### config.mk
export PLATFORM = sky130hd
export DESIGN_NAME = asbp_host
export DESIGN_NICKNAME = d
export VERILOG_FILES = /design/src/asbp_pkg.sv /design/src/asbp_wait_timer.sv /design/src/asbp_host.sv
export VERILOG_INCLUDE_DIRS = /design/src
export SDC_FILE = /design/constraint.sdc
export NUM_CORES = 1
export LEC_CHECK = 0
export ABC_CLOCK_PERIOD_IN_PS = 4500
export BUFFER_PORTS_ARGS = -buffer_cell sky130_fd_sc_hd__clkbuf_2
export CAP_MARGIN = 20
export CORE_MARGIN = 2
export CORE_UTILIZATION = 35
export CTS_BUF_LIST = sky130_fd_sc_hd__clkbuf_8
export DETAILED_ROUTE_END_ITERATION = 6
export SLEW_MARGIN = 20
export SYNTH_ARGS = -nofsm -noshare
export SYNTH_HDL_FRONTEND = slang
export SYNTH_SLANG_ARGS = --single-unit
### constraint.sdc
create_clock -name core_clk_in -period 4.5 [get_ports core_clk_in]
set_clock_uncertainty 0.2 [all_clocks]
set_input_delay 0.9 -clock core_clk_in [delete_from_list [all_inputs] [get_ports core_clk_in]]
set_output_delay 0.9 -clock core_clk_in [all_outputs]
set_load 0.02 [all_outputs]
### src/asbp_consts.svh
// Constants for the asynchronous SRAM byte port host controller
// What this block does
// - Address valid by select falling.
// - Host never drives during reads.
// - Wait 1 us after power-up.
// - Write address stable at write start.
// - Address held 10 ns before write end.
// - Data valid 7 ns before write end.
// - Address unchanged until write ended.
`ifndef ASBP_CONSTS_SVH
`define ASBP_CONSTS_SVH
`define ASBP_ADDR_W          19
`define ASBP_DATA_W          8
`define ASBP_CLK_PS          25000
`define ASBP_POWERUP_NS      1000
`define ASBP_ADDR_ACCESS_NS  12
`define ASBP_OE_ACCESS_NS    6
`define ASBP_WR_ADDR_SU_NS   10
`define ASBP_WR_DATA_SU_NS   7
`define ASBP_POWERUP_CYC     ((`ASBP_POWERUP_NS * 1000 + `ASBP_CLK_PS - 1) / `ASBP_CLK_PS)
`define ASBP_READ_CYC        ((`ASBP_ADDR_ACCESS_NS * 1000 + `ASBP_CLK_PS - 1) / `ASBP_CLK_PS)
`define ASBP_WRITE_CYC       ((`ASBP_WR_ADDR_SU_NS * 1000 + `ASBP_CLK_PS - 1) / `ASBP_CLK_PS)
`define ASBP_CNT_W           6
`endif

### src/asbp_pkg.sv
// Types for the asynchronous SRAM byte port host controller
package asbp_pkg;
    typedef logic [18:0] asbp_addr_t;
    typedef logic [7:0]  asbp_data_t;
    typedef enum logic [5:0] {
        ASBP_POWERUP = 6'b000001,
        ASBP_IDLE    = 6'b000010,
        ASBP_RD      = 6'b000100,
        ASBP_RD_DONE = 6'b001000,
        ASBP_WR      = 6'b010000,
        ASBP_WR_END  = 6'b100000
    } asbp_state_t;
endpackage

### src/asbp_wait_timer.sv
// Down counter that times the controller phases
`timescale 1ns/1ps
`include "asbp_consts.svh"
module asbp_wait_timer (
    // Clock and reset
    input  wire logic                   core_clk_in,
    input  wire logic                   rst_n_in,
    // Control
    input  wire logic                   load_in,
    input  wire logic [`ASBP_CNT_W-1:0] value_in,
    // Status
    output logic                        done_out
);
    typedef struct packed {
        logic [`ASBP_CNT_W-1:0] count;
    } asbp_tmr_t;
    asbp_tmr_t st;
    asbp_tmr_t next_st;

    always_comb begin
        next_st = st;
        if (load_in) begin
            next_st.count = value_in;
        end else if (st.count != '0) begin
            next_st.count = st.count - 1'b1;
        end
    end

    always_ff @(posedge core_clk_in) begin
        if (!rst_n_in) begin
            st <= '0;
        end else begin
            st <= next_st;
        end
    end

    assign done_out = (st.count == '0) && !load_in;
endmodule

### src/asbp_host.sv
// Host controller driving an asynchronous 512K x 8 SRAM
`timescale 1ns/1ps
`include "asbp_consts.svh"
module asbp_host (
    // Clock and reset
    input  wire logic                core_clk_in,
    input  wire logic                rst_n_in,
    // User request
    input  wire logic                req_valid_in,
    input  wire logic                req_write_in,
    input  wire asbp_pkg::asbp_addr_t req_addr_in,
    input  wire asbp_pkg::asbp_data_t req_wdata_in,
    output logic                     req_ready_out,
    // User answer
    output logic                     rsp_valid_out,
    output asbp_pkg::asbp_data_t     rsp_rdata_out,
    output logic                     powerup_done_out,
    // Memory pins
    output asbp_pkg::asbp_addr_t     address_lines_out,
    output logic                     select_n_out,
    output logic                     out_enable_n_out,
    output logic                     write_enable_n_out,
    input  wire asbp_pkg::asbp_data_t data_bus_in,
    output asbp_pkg::asbp_data_t     data_bus_out,
    output logic                     data_bus_oe_out
);
    import asbp_pkg::*;

    localparam logic [`ASBP_CNT_W-1:0] POWERUP_CNT = (`ASBP_CNT_W)'(`ASBP_POWERUP_CYC - 1);
    localparam logic [`ASBP_CNT_W-1:0] READ_CNT    = (`ASBP_CNT_W)'(`ASBP_READ_CYC - 1);
    localparam logic [`ASBP_CNT_W-1:0] WRITE_CNT   = (`ASBP_CNT_W)'(`ASBP_WRITE_CYC - 1);

    typedef struct packed {
        asbp_state_t state;
        asbp_addr_t  addr;
        asbp_data_t  wdata;
        asbp_data_t  rdata;
        logic        rsp;
        logic        sel_n;
        logic        oe_n;
        logic        we_n;
        logic        drive;
        logic        pwr_ok;
        logic        kick;
    } asbp_host_st_t;

    asbp_host_st_t st;
    asbp_host_st_t next_st;
    logic                   tmr_load;
    logic [`ASBP_CNT_W-1:0] tmr_value;
    logic                   tmr_done;

    asbp_wait_timer u_timer (
        .core_clk_in (core_clk_in),
        .rst_n_in    (rst_n_in),
        .load_in     (tmr_load),
        .value_in    (tmr_value),
        .done_out    (tmr_done)
    );

    always_comb begin
        next_st     = st;
        next_st.rsp = 1'b0;
        next_st.kick = 1'b0;
        tmr_load    = 1'b0;
        tmr_value   = READ_CNT;
        unique case (st.state)
            ASBP_POWERUP: begin
                if (st.kick) begin
                    // Timer count is zero after reset, so arm the full wait first
                    tmr_load  = 1'b1;
                    tmr_value = POWERUP_CNT;
                end else if (tmr_done) begin
                    next_st.pwr_ok = 1'b1;
                    next_st.state  = ASBP_IDLE;
                end
            end
            ASBP_IDLE: begin
                if (req_valid_in) begin
                    next_st.addr  = req_addr_in;
                    next_st.sel_n = 1'b0;
                    tmr_load      = 1'b1;
                    if (req_write_in) begin
                        next_st.wdata = req_wdata_in;
                        next_st.we_n  = 1'b0;
                        next_st.drive = 1'b1;
                        tmr_value     = WRITE_CNT;
                        next_st.state = ASBP_WR;
                    end else begin
                        next_st.oe_n  = 1'b0;
                        next_st.drive = 1'b0;
                        next_st.state = ASBP_RD;
                    end
                end
            end
            ASBP_RD: begin
                if (tmr_done) begin
                    next_st.state = ASBP_RD_DONE;
                end
            end
            ASBP_RD_DONE: begin
                // Sample one cycle late so the 12 ns access is always met
                next_st.rdata = data_bus_in;
                next_st.rsp   = 1'b1;
                next_st.oe_n  = 1'b1;
                next_st.sel_n = 1'b1;
                next_st.state = ASBP_IDLE;
            end
            ASBP_WR: begin
                if (tmr_done) begin
                    next_st.we_n  = 1'b1;
                    next_st.state = ASBP_WR_END;
                end
            end
            ASBP_WR_END: begin
                next_st.sel_n = 1'b1;
                next_st.drive = 1'b0;
                next_st.rsp   = 1'b1;
                next_st.state = ASBP_IDLE;
            end
        endcase
    end

    always_ff @(posedge core_clk_in) begin
        if (!rst_n_in) begin
            st.state  <= ASBP_POWERUP;
            st.addr   <= '0;
            st.wdata  <= '0;
            st.rdata  <= '0;
            st.rsp    <= 1'b0;
            st.sel_n  <= 1'b1;
            st.oe_n   <= 1'b1;
            st.we_n   <= 1'b1;
            st.drive  <= 1'b0;
            st.pwr_ok <= 1'b0;
            st.kick   <= 1'b1;
        end else begin
            st <= next_st;
        end
    end

    assign req_ready_out      = (st.state == ASBP_IDLE);
    assign rsp_valid_out      = st.rsp;
    assign rsp_rdata_out      = st.rdata;
    assign powerup_done_out   = st.pwr_ok;
    assign address_lines_out  = st.addr;
    assign select_n_out       = st.sel_n;
    assign out_enable_n_out   = st.oe_n;
    assign write_enable_n_out = st.we_n;
    assign data_bus_out       = st.wdata;
    assign data_bus_oe_out    = st.drive;
endmodule

==> results.md, run 1 <==
Cells and area:
- Counting the fill cells in the layout gives 671.
- The library cell used most frequently in the layout, excluding fill and tap cells, is clkbuf_2.
- In the final layout, the share of cells above drive strength 1 is 0.311.
- The library cells used most frequently in the layout, excluding fill and tap cells, are 80 x clkbuf_2, 61 x nand2_1, 54 x dfxtp_1, 35 x a21oi_1, 16 x nor2_1.
- The number of diodes added for antenna fixing is 0.
- At the end of the flow, the number of nets in the layout was 355.
- The growth of design area from synthesis to finish is 12.4%.

Setup path:
- In this design, the stage delay of the slowest critical-path cell is 400 ps.
- STA classifies the critical path startpoint as a flop.
- The type of element capturing the critical path is an output port.
- The arrival time at the worst endpoint is 1520 ps.
- The critical path goes through nor4_2 > nand3b_1 > inv_2 > clkbuf_2.
- The top fanout value on the critical path is 5.
- The slowest stage cell on the critical path is dfxtp_1.
- The count of cells along the worst register-to-register path is 5.
- The endpoint identified for the worst register-to-register timing path is data_bus_out[0].
- STA puts the critical path data required time at 3400 ps.
- The worst setup path category is flop to output port.
- In this run the register-to-register setup slack is 2080 ps.
- In this run the critical register-to-register path is launched from st[45].

Clock network:
- The clock tree from TritonCTS is yes.
- The post-cts repair resize count is 0.
- Buffers inserted during clock tree synthesis total 5.
- Clock tree synthesis selected as its root buffer the cell clkbuf_8.
- The clock reaches the later pin of the worst-skew pair after 300 ps.
- CTS saw 54 sinks.
- The number of buffers inserted for hold repair after clock tree synthesis is 0.
- The depth of the CTS H-tree is 2.
- The number of setup buffers added after CTS is 0.
- Clock-pin slew was measured on the worst setup and hold paths at 100 ps.
- The maximum number of buffers from clock root to sink is 2.

Hold path:
- The end point of the most critical hold path is address_lines_out[13].
- The number of cells on the worst hold path is 2.
- The startpoint of the worst hold path is address_lines_out[13].
- The class of the worst hold path is flop to flop.

STA:
- For the pin with the worst max-slew slack, the measured transition is 978 ps.
- The post-layout worst setup margin is 1880 ps.
- In this run the tightest slew margin relative to its limit is 0.346.
- After routing, the total negative slack on setup checks comes to 0 ps.
- The final cycle utilization of the critical path is 0.581.
- The count of endpoints failing hold in the final timing report is 0.
- Setup repair after global routing left no endpoint under its margin.
- Static timing analysis puts the maximum clock frequency at 382 MHz.
- Subtracting the final worst setup slack from the clock period gives 2620 ps.
- Setup violations remaining at the end of the flow were counted as 0.
- The max-slew violation count was 0.

GRT:
- After global routing the overflow that remains totals 0.
- Across every metal layer, demand over resource in global routing totals 0.122.
- Entering global routing, the biggest net connects 30 pins.
- The global-route wire length before repair is 7.28 mm.
- The number of global-route vias before repair came to 1635.
- The initial antenna violation count is 0.

Placement:
- Input and output buffers added on the ports amount to 80.
- Timing analysis after detailed placement gives a worst setup slack of 1810 ps.
- The global placer's final weighted congestion is 0.816.
- Detailed placement finished with a half-perimeter wire length of 3.35 mm.

Detailed routing:
- The first-pass detailed-route iteration total is 7.
- The wire length per cell is 11.7 µm.
- For this block, the via count after detailed routing is 1820.
- The via density per instance is 4.64.
- The total DRC errors in the routed layout is 8.
- The count of nets left with antenna violations once routing finished came out at 0.
- The first routing iteration left 69 violations.
- The routed design has 4.60 mm of wire.

Job:
- The reported max-cap violation count is 0.

Outcome:
- The checks that failed: design-rule violations.
- The run finished, with violations left.

Logic synthesis:
- The number of nets handed over by synthesis was 314.
- Summing every instance area after synthesis gives 2350 µm².
- Synthesis produced a netlist whose cell count is 273.
- For this run, the register share of the synthesized area comes to 0.461.
- The per-instance average area after synthesis is 8.59 µm².
- Synthesis instantiated 37 different standard cells from the library.
- The Yosys step of the flow raised 0 warnings.
- Synthesis inferred 54 register bits.

Pwr:
- Power spread over the standard cell area amounts to 449 nW/µm².
- The total design power is 0.00119 W.
- For this design the static power due to leakage is 1.20 nW.
- VDD sags by at most 0.165 mV.

Die:
- The die area is 7370 µm².
- The row count is 29.
- After floorplanning, the core was sized to cover 6420 µm².
- The number of I/O pins is 81.
- In this run the vertical extent of the chip is 85.9 µm.
- For this configuration, the core starts out at a cell density of 0.365.
- The width of the die is 85.9 µm.
[cell families (layout without fill, tap and decap cells)]
family,after synthesis,after routing,share of synthesized area
flip-flops,54,54,0.461
buffers and inverters,52,94,0.150
AND/OR/NAND/NOR,109,109,0.225
AO/OA/AOI/OAI,45,45,0.108
multiplexers,8,8,0.0341
adder cells (fa/ha/maj),2,2,0.0107
XOR/XNOR,3,3,0.0112
[synthesized netlist by cell type (all sizes together)]
| cell | instances | area [µm²] |
|---|---|---|
| dfxtp | 54 | 1080 |
| o211ai | 2 | 20.0 |
| nand2 | 62 | 235 |
| buf | 42 | 315 |
| nand3b | 3 | 22.5 |
| xor2 | 3 | 26.3 |
| and4b | 1 | 10.0 |
| o21ai | 5 | 25.0 |
| a21oi | 35 | 175 |
| clkbuf | 5 | 18.8 |
| nor4 | 3 | 46.3 |
| clkinv | 1 | 3.75 |
| nand3 | 9 | 50.1 |
| nor2b | 2 | 12.5 |
| o32ai | 1 | 16.3 |
| o2111a | 1 | 11.3 |
| ha | 2 | 25.0 |
| and4 | 2 | 17.5 |
| nand4b | 1 | 8.76 |
| inv | 4 | 15.0 |
| nor2 | 16 | 60.1 |
| nor3 | 3 | 15.0 |
| a31oi | 1 | 6.26 |
| and2 | 1 | 6.26 |
| mux2i | 8 | 80.1 |
| and3 | 1 | 6.26 |
| nand4 | 2 | 12.5 |
| or3 | 3 | 23.8 |
[how the worst max path moves through the flow]
stage / from / end / slack (ps) / cells after the start
2_1_floorplan: st[44] / req_ready_out / 2460 / 3
4_1_cts: st[45] / req_ready_out / 1870 / 4
3_3_place_gp: req_valid_in / data_bus_out[6] / 1840 / 5
6_report: st[45] / req_ready_out / 1880 / 4
5_1_grt: st[45] / req_ready_out / 1740 / 4
3_5_place_dp: req_valid_in / data_bus_out[0] / 1810 / 5
[power breakdown]
part           switching (W)  leakage [nW]  internal, W  total, W
Clock               0.000155        0.0618     0.000183  0.000338
Sequential         0.0000367         0.439     0.000522  0.000559
Combinational       0.000171         0.703     0.000119  0.000289
[per-stage QoR]
stage	std cells	hold WS [ps]	cell area (µm²)	util
after global routing	392	280	2640	0.411
after global placement	384	241	2520	0.392
after floorplan	273	237	2350	-
after detailed placement	384	248	2520	0.392
after CTS	392	262	2640	0.411
final	392	258	2640	0.411
[critical path, delay by kind of cell, from the launching register on]
family	cells	cell delay [ps]
simple gates	2	540
flops	1	400
buf+inv	2	270
[flip-flops by register name (all words and copies together) (netlist names)]
name	count
u_timer.st	6
out_enable_n_out	1
rsp_valid_out	1
address_lines_out	19
select_n_out	1
data_bus_oe_out	1
rsp_rdata_out	8
data_bus_out	8
powerup_done_out	1
write_enable_n_out	1
st	7
[metal layers]
layer,global-route usage,part of all wire,wire length (µm)
met1,0.149,0.46,2100
met2,0.205,0.46,2140
met3,0.0366,0.069,319
met4,0.0375,0.011,50
met5,0,0,0
[cell type report]
type / count / area (µm²) / share of cell area
repair buffers: 81 / 408 / 0.155
inverters: 5 / 18.8 / 0.00712
well taps: 77 / 96.3 / 0.0365
flip-flops and latches: 54 / 1080 / 0.410
multi-input cells: 167 / 912 / 0.346
clock inverters: 2 / 38.8 / 0.0147
clock buffers: 6 / 82.6 / 0.0313
(Power assumes the default switching activity.)
==> inputs of run 2 (changes only) <==
--- a/config.mk
+++ b/config.mk
@@ -6,7 +6,7 @@
 export SDC_FILE = /design/constraint.sdc
 export NUM_CORES = 1
 export LEC_CHECK = 0
-export ABC_CLOCK_PERIOD_IN_PS = 4500
+export ABC_CLOCK_PERIOD_IN_PS = 2700
 export BUFFER_PORTS_ARGS = -buffer_cell sky130_fd_sc_hd__clkbuf_2
 export CAP_MARGIN = 20
 export CORE_MARGIN = 2
==> constraint.sdc (replaced) <==
create_clock -name core_clk_in -period 2.7 [get_ports core_clk_in]
set_clock_uncertainty 0.2 [all_clocks]
set_input_delay 0.54 -clock core_clk_in [delete_from_list [all_inputs] [get_ports core_clk_in]]
set_output_delay 0.54 -clock core_clk_in [all_outputs]
set_load 0.02 [all_outputs]
==> run 2 against run 1 <==
- register-to-register slack got worse by 1400 ps
- clock power rose by 61%
- critical path depth did not move
- critical path type unchanged
- largest power group unchanged
- utilization rose by 0.21 points
- via count rose by 1.2%
- highest routed layer unchanged
- the flow still finishes with violations (design-rule violations)
- worst setup slack got worse by 1400 ps
- critical endpoint unchanged
==> results.md, run 2 (synthesized netlist as in run 1, its figures left out) <==
STA:
- Adding up every negative setup slack in the final design gives 0 ps.
- After layout, the minimum clock period comes to 2230 ps.
- Based on the critical path, the design can be clocked at up to 448 MHz.
- The final number of setup-violating endpoints is 0.
- The slew at the pin with the worst max-slew slack is 650 ps.
- The final cycle utilization of the critical path is 0.827.
- The max-slew violation count came to 0.
- The relative slew slack is 0.566.
- Setup repair after global routing left no endpoint under its margin.
- The count of endpoints failing hold in the final timing report is 0.
- In the post-route analysis, the smallest setup slack over all paths is 467 ps.
- Final hold analysis gives a worst-case slack of 249 ps.

Detailed routing:
- The first-pass detailed-route iteration total is 7.
- Dividing the detail-routed wire length by the instance count gives 11.7 µm.
- The via count is 1841.
- The first routing iteration left 71 violations.
- In the routed layout, each cell is associated on average with a via count of 4.66.
- For this run, design rule violations remaining after detail routing come to 8.
- The final layout contains routed wiring with a total length of 4.61 mm.
- Once detail routing completed, the nets flagged for antenna violations numbered 0.

Setup path:
- The startpoint type of the worst setup path is a flop.
- STA puts the critical path data arrival time at 1490 ps.
- The top fanout value on the critical path is 5.
- The largest individual stage delay along the critical path comes from the cell dfxtp_1.
- Among cell families on the critical path, the largest total delay comes from simple AND/OR/NAND/NOR gates.
- The worst setup path is captured at an output port.
- The worst setup path category is flop to output port.
- The signal on the critical path passes through nor4_2 > nand3b_1 > inv_2 > clkbuf_2.
- The sum of buffers and inverters on the critical path is 2.
- In this design, the stage delay of the slowest critical-path cell is 380 ps.
- The critical path data required time is 1960 ps.

Clock network:
- At the later pin of the worst-skew pair, clock insertion delay measures 300 ps.
- Clock tree synthesis found a total of 54 sinks.
- The post-cts repair resize count is 0.
- Hold repair after CTS inserted 0 buffers.
- Clock tree synthesis inserted a total of 5 buffers.
- TritonCTS built the clock tree.
- The number of setup buffers added after CTS is 0.
- The CTS root buffer is clkbuf_8.
- Counting along the longest clock path gives a buffer depth of 2.
- The depth of the CTS H-tree is 2.
- After clock tree synthesis, the clock-pin slew on the worst setup and hold paths is 100 ps.

Placement:
- The HPWL after detailed placement is 3.37 mm.
- In this run, placement finished with an instance count of 387.
- After detailed placement, the total cell area comes to 2540 µm².
- Routability-driven placement finished with a final weighted congestion of 0.818.
- Port buffering added 80 buffers.
- Prior to clock tree synthesis, the placed netlist has a worst setup slack of 696 ps.

Pwr:
- The standby leakage power is 1.22 nW.
- In this run the power density over the cells is 739 nW/µm².
- The worst supply voltage drop on vdd is 0.256 mV.

Cells and area:
- The finished cells cover 2650 µm².
- 0 antenna diodes ended up in the layout.
- The filler cell count is 685.
- Leaving out fill and tap cells, the most frequent cell in the layout is clkbuf_2.
- The number of flip-flops under the largest register name is 19.
- The non-filler instance count after layout is 395.
- The net total in the final layout is 358.
- Compared with the post-synthesis result, the final layout area differs by 13.0%.
- The library cells used most frequently in the layout, excluding fill and tap cells, are 80 x clkbuf_2, 61 x nand2_1, 54 x dfxtp_1, 35 x a21oi_1, 16 x nor2_1.
- In the final layout, the share of cells above drive strength 1 is 0.318.

Outcome:
- The checks that failed: design-rule violations.
- The flow ran to the end, but the final reports show violations.

Die:
- The row count is 29.
- The effective utilization at floorplan is 0.365.
- The vertical die dimension is 85.9 µm.
- The width of the die is 85.9 µm.
- The area of the core region is 6420 µm².
- The floorplan step defined a die boundary enclosing 7370 µm².
- The number of I/O pins is 81.

GRT:
- The number of global-route vias before repair is 1704.
- The global routing's busiest layer is met2.
- In the global route stage, overall resource usage came out at 0.127.
- The first global-routing pass estimated 7.64 mm of wire.
- For this run, global-route usage on met3 was measured as 0.0327.
- In the global route stage, met1 resource usage came out at 0.165.
- Entering global routing, the biggest net connects 30 pins.
- The routing usage on met2 is 0.214.
- The initial antenna violation count was 0.
- Summed over all layers, the global routing overflow is 0.

Hold path:
- The class of the worst hold path is primary input to flop.

Job:
- Max-cap violations in this run came to 0.
-- run 2: cell types whose count changed in the layout (fill, tap and decap cells not counted) --
cell / delta
buf_4: +3
clkinv_2: +1
clkbuf_8: -1
-- run 2: worst reg2reg max path, stage by stage, from the launching register on --
cell	delay [ps]
dfxtp_1	380
nor4_2	380
nand3_1	540
mux2i_1	320
nor2_1	50
-- run 2: final cells by class --
type                       count  area [µm²]  share of cell area
clock buffer                   5        68.8              0.0260
clock inverter                 3        43.8              0.0165
inverter                       5        18.8             0.00708
multi-input combinational    167         912               0.344
sequential                    54        1080               0.408
tap                           77        96.3              0.0363
timing repair buffer          84         430               0.162
-- run 2: power breakdown --
part / leakage (nW) / switching [W] / internal (W)
clock: 0.0585 / 0.000265 / 0.000278
sequential: 0.439 / 0.0000593 / 0.000869
combinational: 0.718 / 0.000285 / 0.000202
total: 1.22 / 0.000609 / 0.00135
-- run 2: through the flow --
step | total power [W] | util
3_5_place_dp | 0.00143 | 0.395
4_1_cts | 0.00199 | 0.413
2_1_floorplan | 0.00134 | -
6_report | 0.00196 | 0.413
3_3_place_gp | 0.00143 | 0.395
5_1_grt | 0.00208 | 0.413
-- run 2: path summary, 6_finish.rpt --
check / start / endpoint / slack, ps / cells past startpoint
max: st[45] / req_ready_out / 470 / 4
min reg2reg: address_lines_out[6] / address_lines_out[6] / 260 / 2
max reg2reg: st[47] / rsp_rdata_out[2] / 720 / 4
min: req_addr_in[7] / address_lines_out[7] / 250 / 3
-- run 2: metal layers --
metal,wire length [µm],share of wire
met5,0,0
met4,30,0.0065
met3,247,0.054
met2,2140,0.47
met1,2190,0.47
==> inputs of run 3 (changes only) <==
--- a/config.mk
+++ b/config.mk
@@ -6,7 +6,7 @@
 export SDC_FILE = /design/constraint.sdc
 export NUM_CORES = 1
 export LEC_CHECK = 0
-export ABC_CLOCK_PERIOD_IN_PS = 2700
+export ABC_CLOCK_PERIOD_IN_PS = 2300
 export BUFFER_PORTS_ARGS = -buffer_cell sky130_fd_sc_hd__clkbuf_2
 export CAP_MARGIN = 20
 export CORE_MARGIN = 2
==> constraint.sdc (replaced) <==
create_clock -name core_clk_in -period 2.3 [get_ports core_clk_in]
set_clock_uncertainty 0.2 [all_clocks]
set_input_delay 0.46 -clock core_clk_in [delete_from_list [all_inputs] [get_ports core_clk_in]]
set_output_delay 0.46 -clock core_clk_in [all_outputs]
set_load 0.02 [all_outputs]
==> run 3 against run 2 <==
- the flow still finishes with violations (design-rule violations)
- register-to-register slack lost 370 ps
- critical endpoint unchanged
- final cell count grew 0.51%
- non-clock buffer count grew 3
- combinational power grew 23%
- highest routed layer unchanged
- critical path depth is the same
==> results.md, run 3 (synthesized netlist as in run 1, its figures left out) <==
Cells and area:
- The library cells used most frequently in the layout, excluding fill and tap cells, are 80 x clkbuf_2, 61 x nand2_1, 54 x dfxtp_1, 35 x a21oi_1, 16 x nor2_1.
- The area growth from synthesis to layout is 12.7%.
- The share of layout cells above drive strength 1 is 0.322.
- The number of diodes added for antenna fixing is 0.
- The net total in the final layout is 361.
- The register with the most flip-flops in the layout has 19 of them.
- The library cell used most frequently in the layout, excluding fill and tap cells, is clkbuf_2.

Die:
- The effective utilization at floorplan is 0.365.
- Row generation in the floorplan step produced 29 rows.
- The vertical die dimension is 85.9 µm.
- The area of the core region is 6420 µm².
- Pin placement for this block handled 81 I/O pins.
- The die area is 7370 µm².
- The width of the die is 85.9 µm.

Clock network:
- The number of buffers inserted for hold repair after clock tree synthesis is 0.
- Gates resized during post-CTS repair numbered 0.
- The cell sitting at the root of the clock tree is a clkbuf_8.
- The maximum number of buffers from clock root to sink is 2.
- Clock latency on the worst-skew pair, taken at its later pin, is 310 ps.
- The number of setup buffers added after CTS is 0.
- The clock buffer count from CTS is 5.
- The clock net sink count is 54.
- Clock-pin slew was measured on the worst setup and hold paths at 100 ps.
- In this run the number of H-tree levels came out at 2.
- The clock tree from TritonCTS is yes.

Placement:
- The worst setup timing slack at the placement stage is 338 ps.
- The global placer's final weighted congestion is 0.824.
- The HPWL after detailed placement is 3.54 mm.
- Buffers placed on the I/O ports in this run total 80.

Pwr:
- In this run the static leakage power is 1.22 nW.
- The power per unit of standard cell area is 835 nW/µm².
- The worst supply voltage drop on vdd is 0.350 mV.

GRT:
- The routing usage on met2 is 0.218.
- The total track usage is 0.132.
- The initial antenna violation count came to 0.
- Summed over all layers, the global routing overflow is 0.
- The number of global-route vias before repair was 1736.
- The global routing usage on met3 is 0.0298.
- The global routing's busiest layer is met2.
- The global-route wire length before repair is 7.95 mm.
- The met1 usage in global routing is 0.173.
- Entering global routing, the biggest net connects 30 pins.

Detailed routing:
- The routed layout has 1869 vias.
- In this run the remaining antenna-violating nets after routing total 0.
- Using the TritonRoute via totals, the vias-per-cell ratio works out to 4.71.
- Summed over all layers, the routed wires come to 4.78 mm.
- The total DRC errors in the routed layout is 8.
- The pre-antenna-repair detailed-routing pass consisted of 6 iterations.
- The detailed router finished its first iteration with 87 violations.
- The wire length per cell is 12.1 µm.

Outcome:
- The final reports fail on design-rule violations.
- The run finished, with violations left.

STA:
- The final cycle utilization of the critical path is 0.941.
- The final number of setup-violating endpoints is 0.
- Once routing completed, OpenROAD measured the worst setup slack at 137 ps.
- The shortest period the worst path allows is 2160 ps.
- The total negative setup slack is 0 ps.
- For the pin with the worst max-slew slack, the measured transition is 361 ps.
- The timing-limited maximum frequency is 462 MHz.
- Setup repair after global routing left no endpoint under its margin.
- The relative slew slack is 0.757.
- The max-slew violation count was 0.
- The count of endpoints failing hold in the final timing report is 0.
- The worst slack on hold paths is 158 ps.

Setup path:
- The type of element capturing the critical path is an output port.
- The worst setup path is of the flop to output port kind.
- The arrival time at the worst endpoint is 1500 ps.
- The startpoint type of the worst setup path is a flop.
- Along the worst path, the maximum fanout reaches 5.
- The critical path data required time is 1640 ps.
- The delay of the slowest cell on the worst path is 360 ps.
- The signal on the critical path passes through nor4_2 > nand3b_1 > inv_2 > clkbuf_2.
- On the critical path, the stage with the largest delay is an instance of dfxtp_1.

Hold path:
- The class of the worst hold path is primary input to flop.

Job:
- Across the run, the number of max-cap violations was 0.
-- run 3: cell count changes in the layout (fill, tap and decap cells not counted) --
cell	previous run	this run
bufinv_16	1	0
buf_4	4	7
-- run 3: per-layer routing --
metal  vias to the layer above  share of wire
li1                        969              -
met1                       840           0.47
met2                        55           0.46
met3                         5          0.055
met4                         0         0.0096
met5                         -              0
-- run 3: through the flow --
step	std cells	utilization	cell area, µm²	power [W]
after global placement	390	0.399	2560	0.00171
after floorplan	273	-	2350	0.00157
after CTS	397	0.412	2640	0.00224
after detailed placement	390	0.399	2560	0.00172
final	397	0.412	2640	0.00221
after global routing	397	0.412	2640	0.00236
-- run 3: worst paths after layout --
kind / start / end / slack [ps] / depth (start not counted)
min: req_wdata_in[2] / data_bus_out[2] / 160 / 3
min reg2reg: address_lines_out[5] / address_lines_out[5] / 260 / 2
max: st[44] / req_ready_out / 140 / 4
max reg2reg: st[44] / u_timer.st[0] / 350 / 7
-- run 3: final cells by class --
cell class                 count  area [µm²]
tap                           77        96.3
timing repair buffer          87         453
inverter                       5        18.8
clock buffer                   5        68.8
sequential                    54        1080
clock inverter                 2        13.8
fill                         664        3780
multi-input combinational    167         912
-- run 3: critical path: cells and delay by family (launching register included) --
family,cells,cell delay [ps]
AND/OR/NAND/NOR,2,540
buffers and inverters,2,290
flip-flops,1,360
-- run 3: where the power goes --
group          internal (W)  switching (W)  total (W)
Clock              0.000211       0.000304   0.000515
Combinational      0.000257       0.000343   0.000600
Sequential          0.00102      0.0000713    0.00109
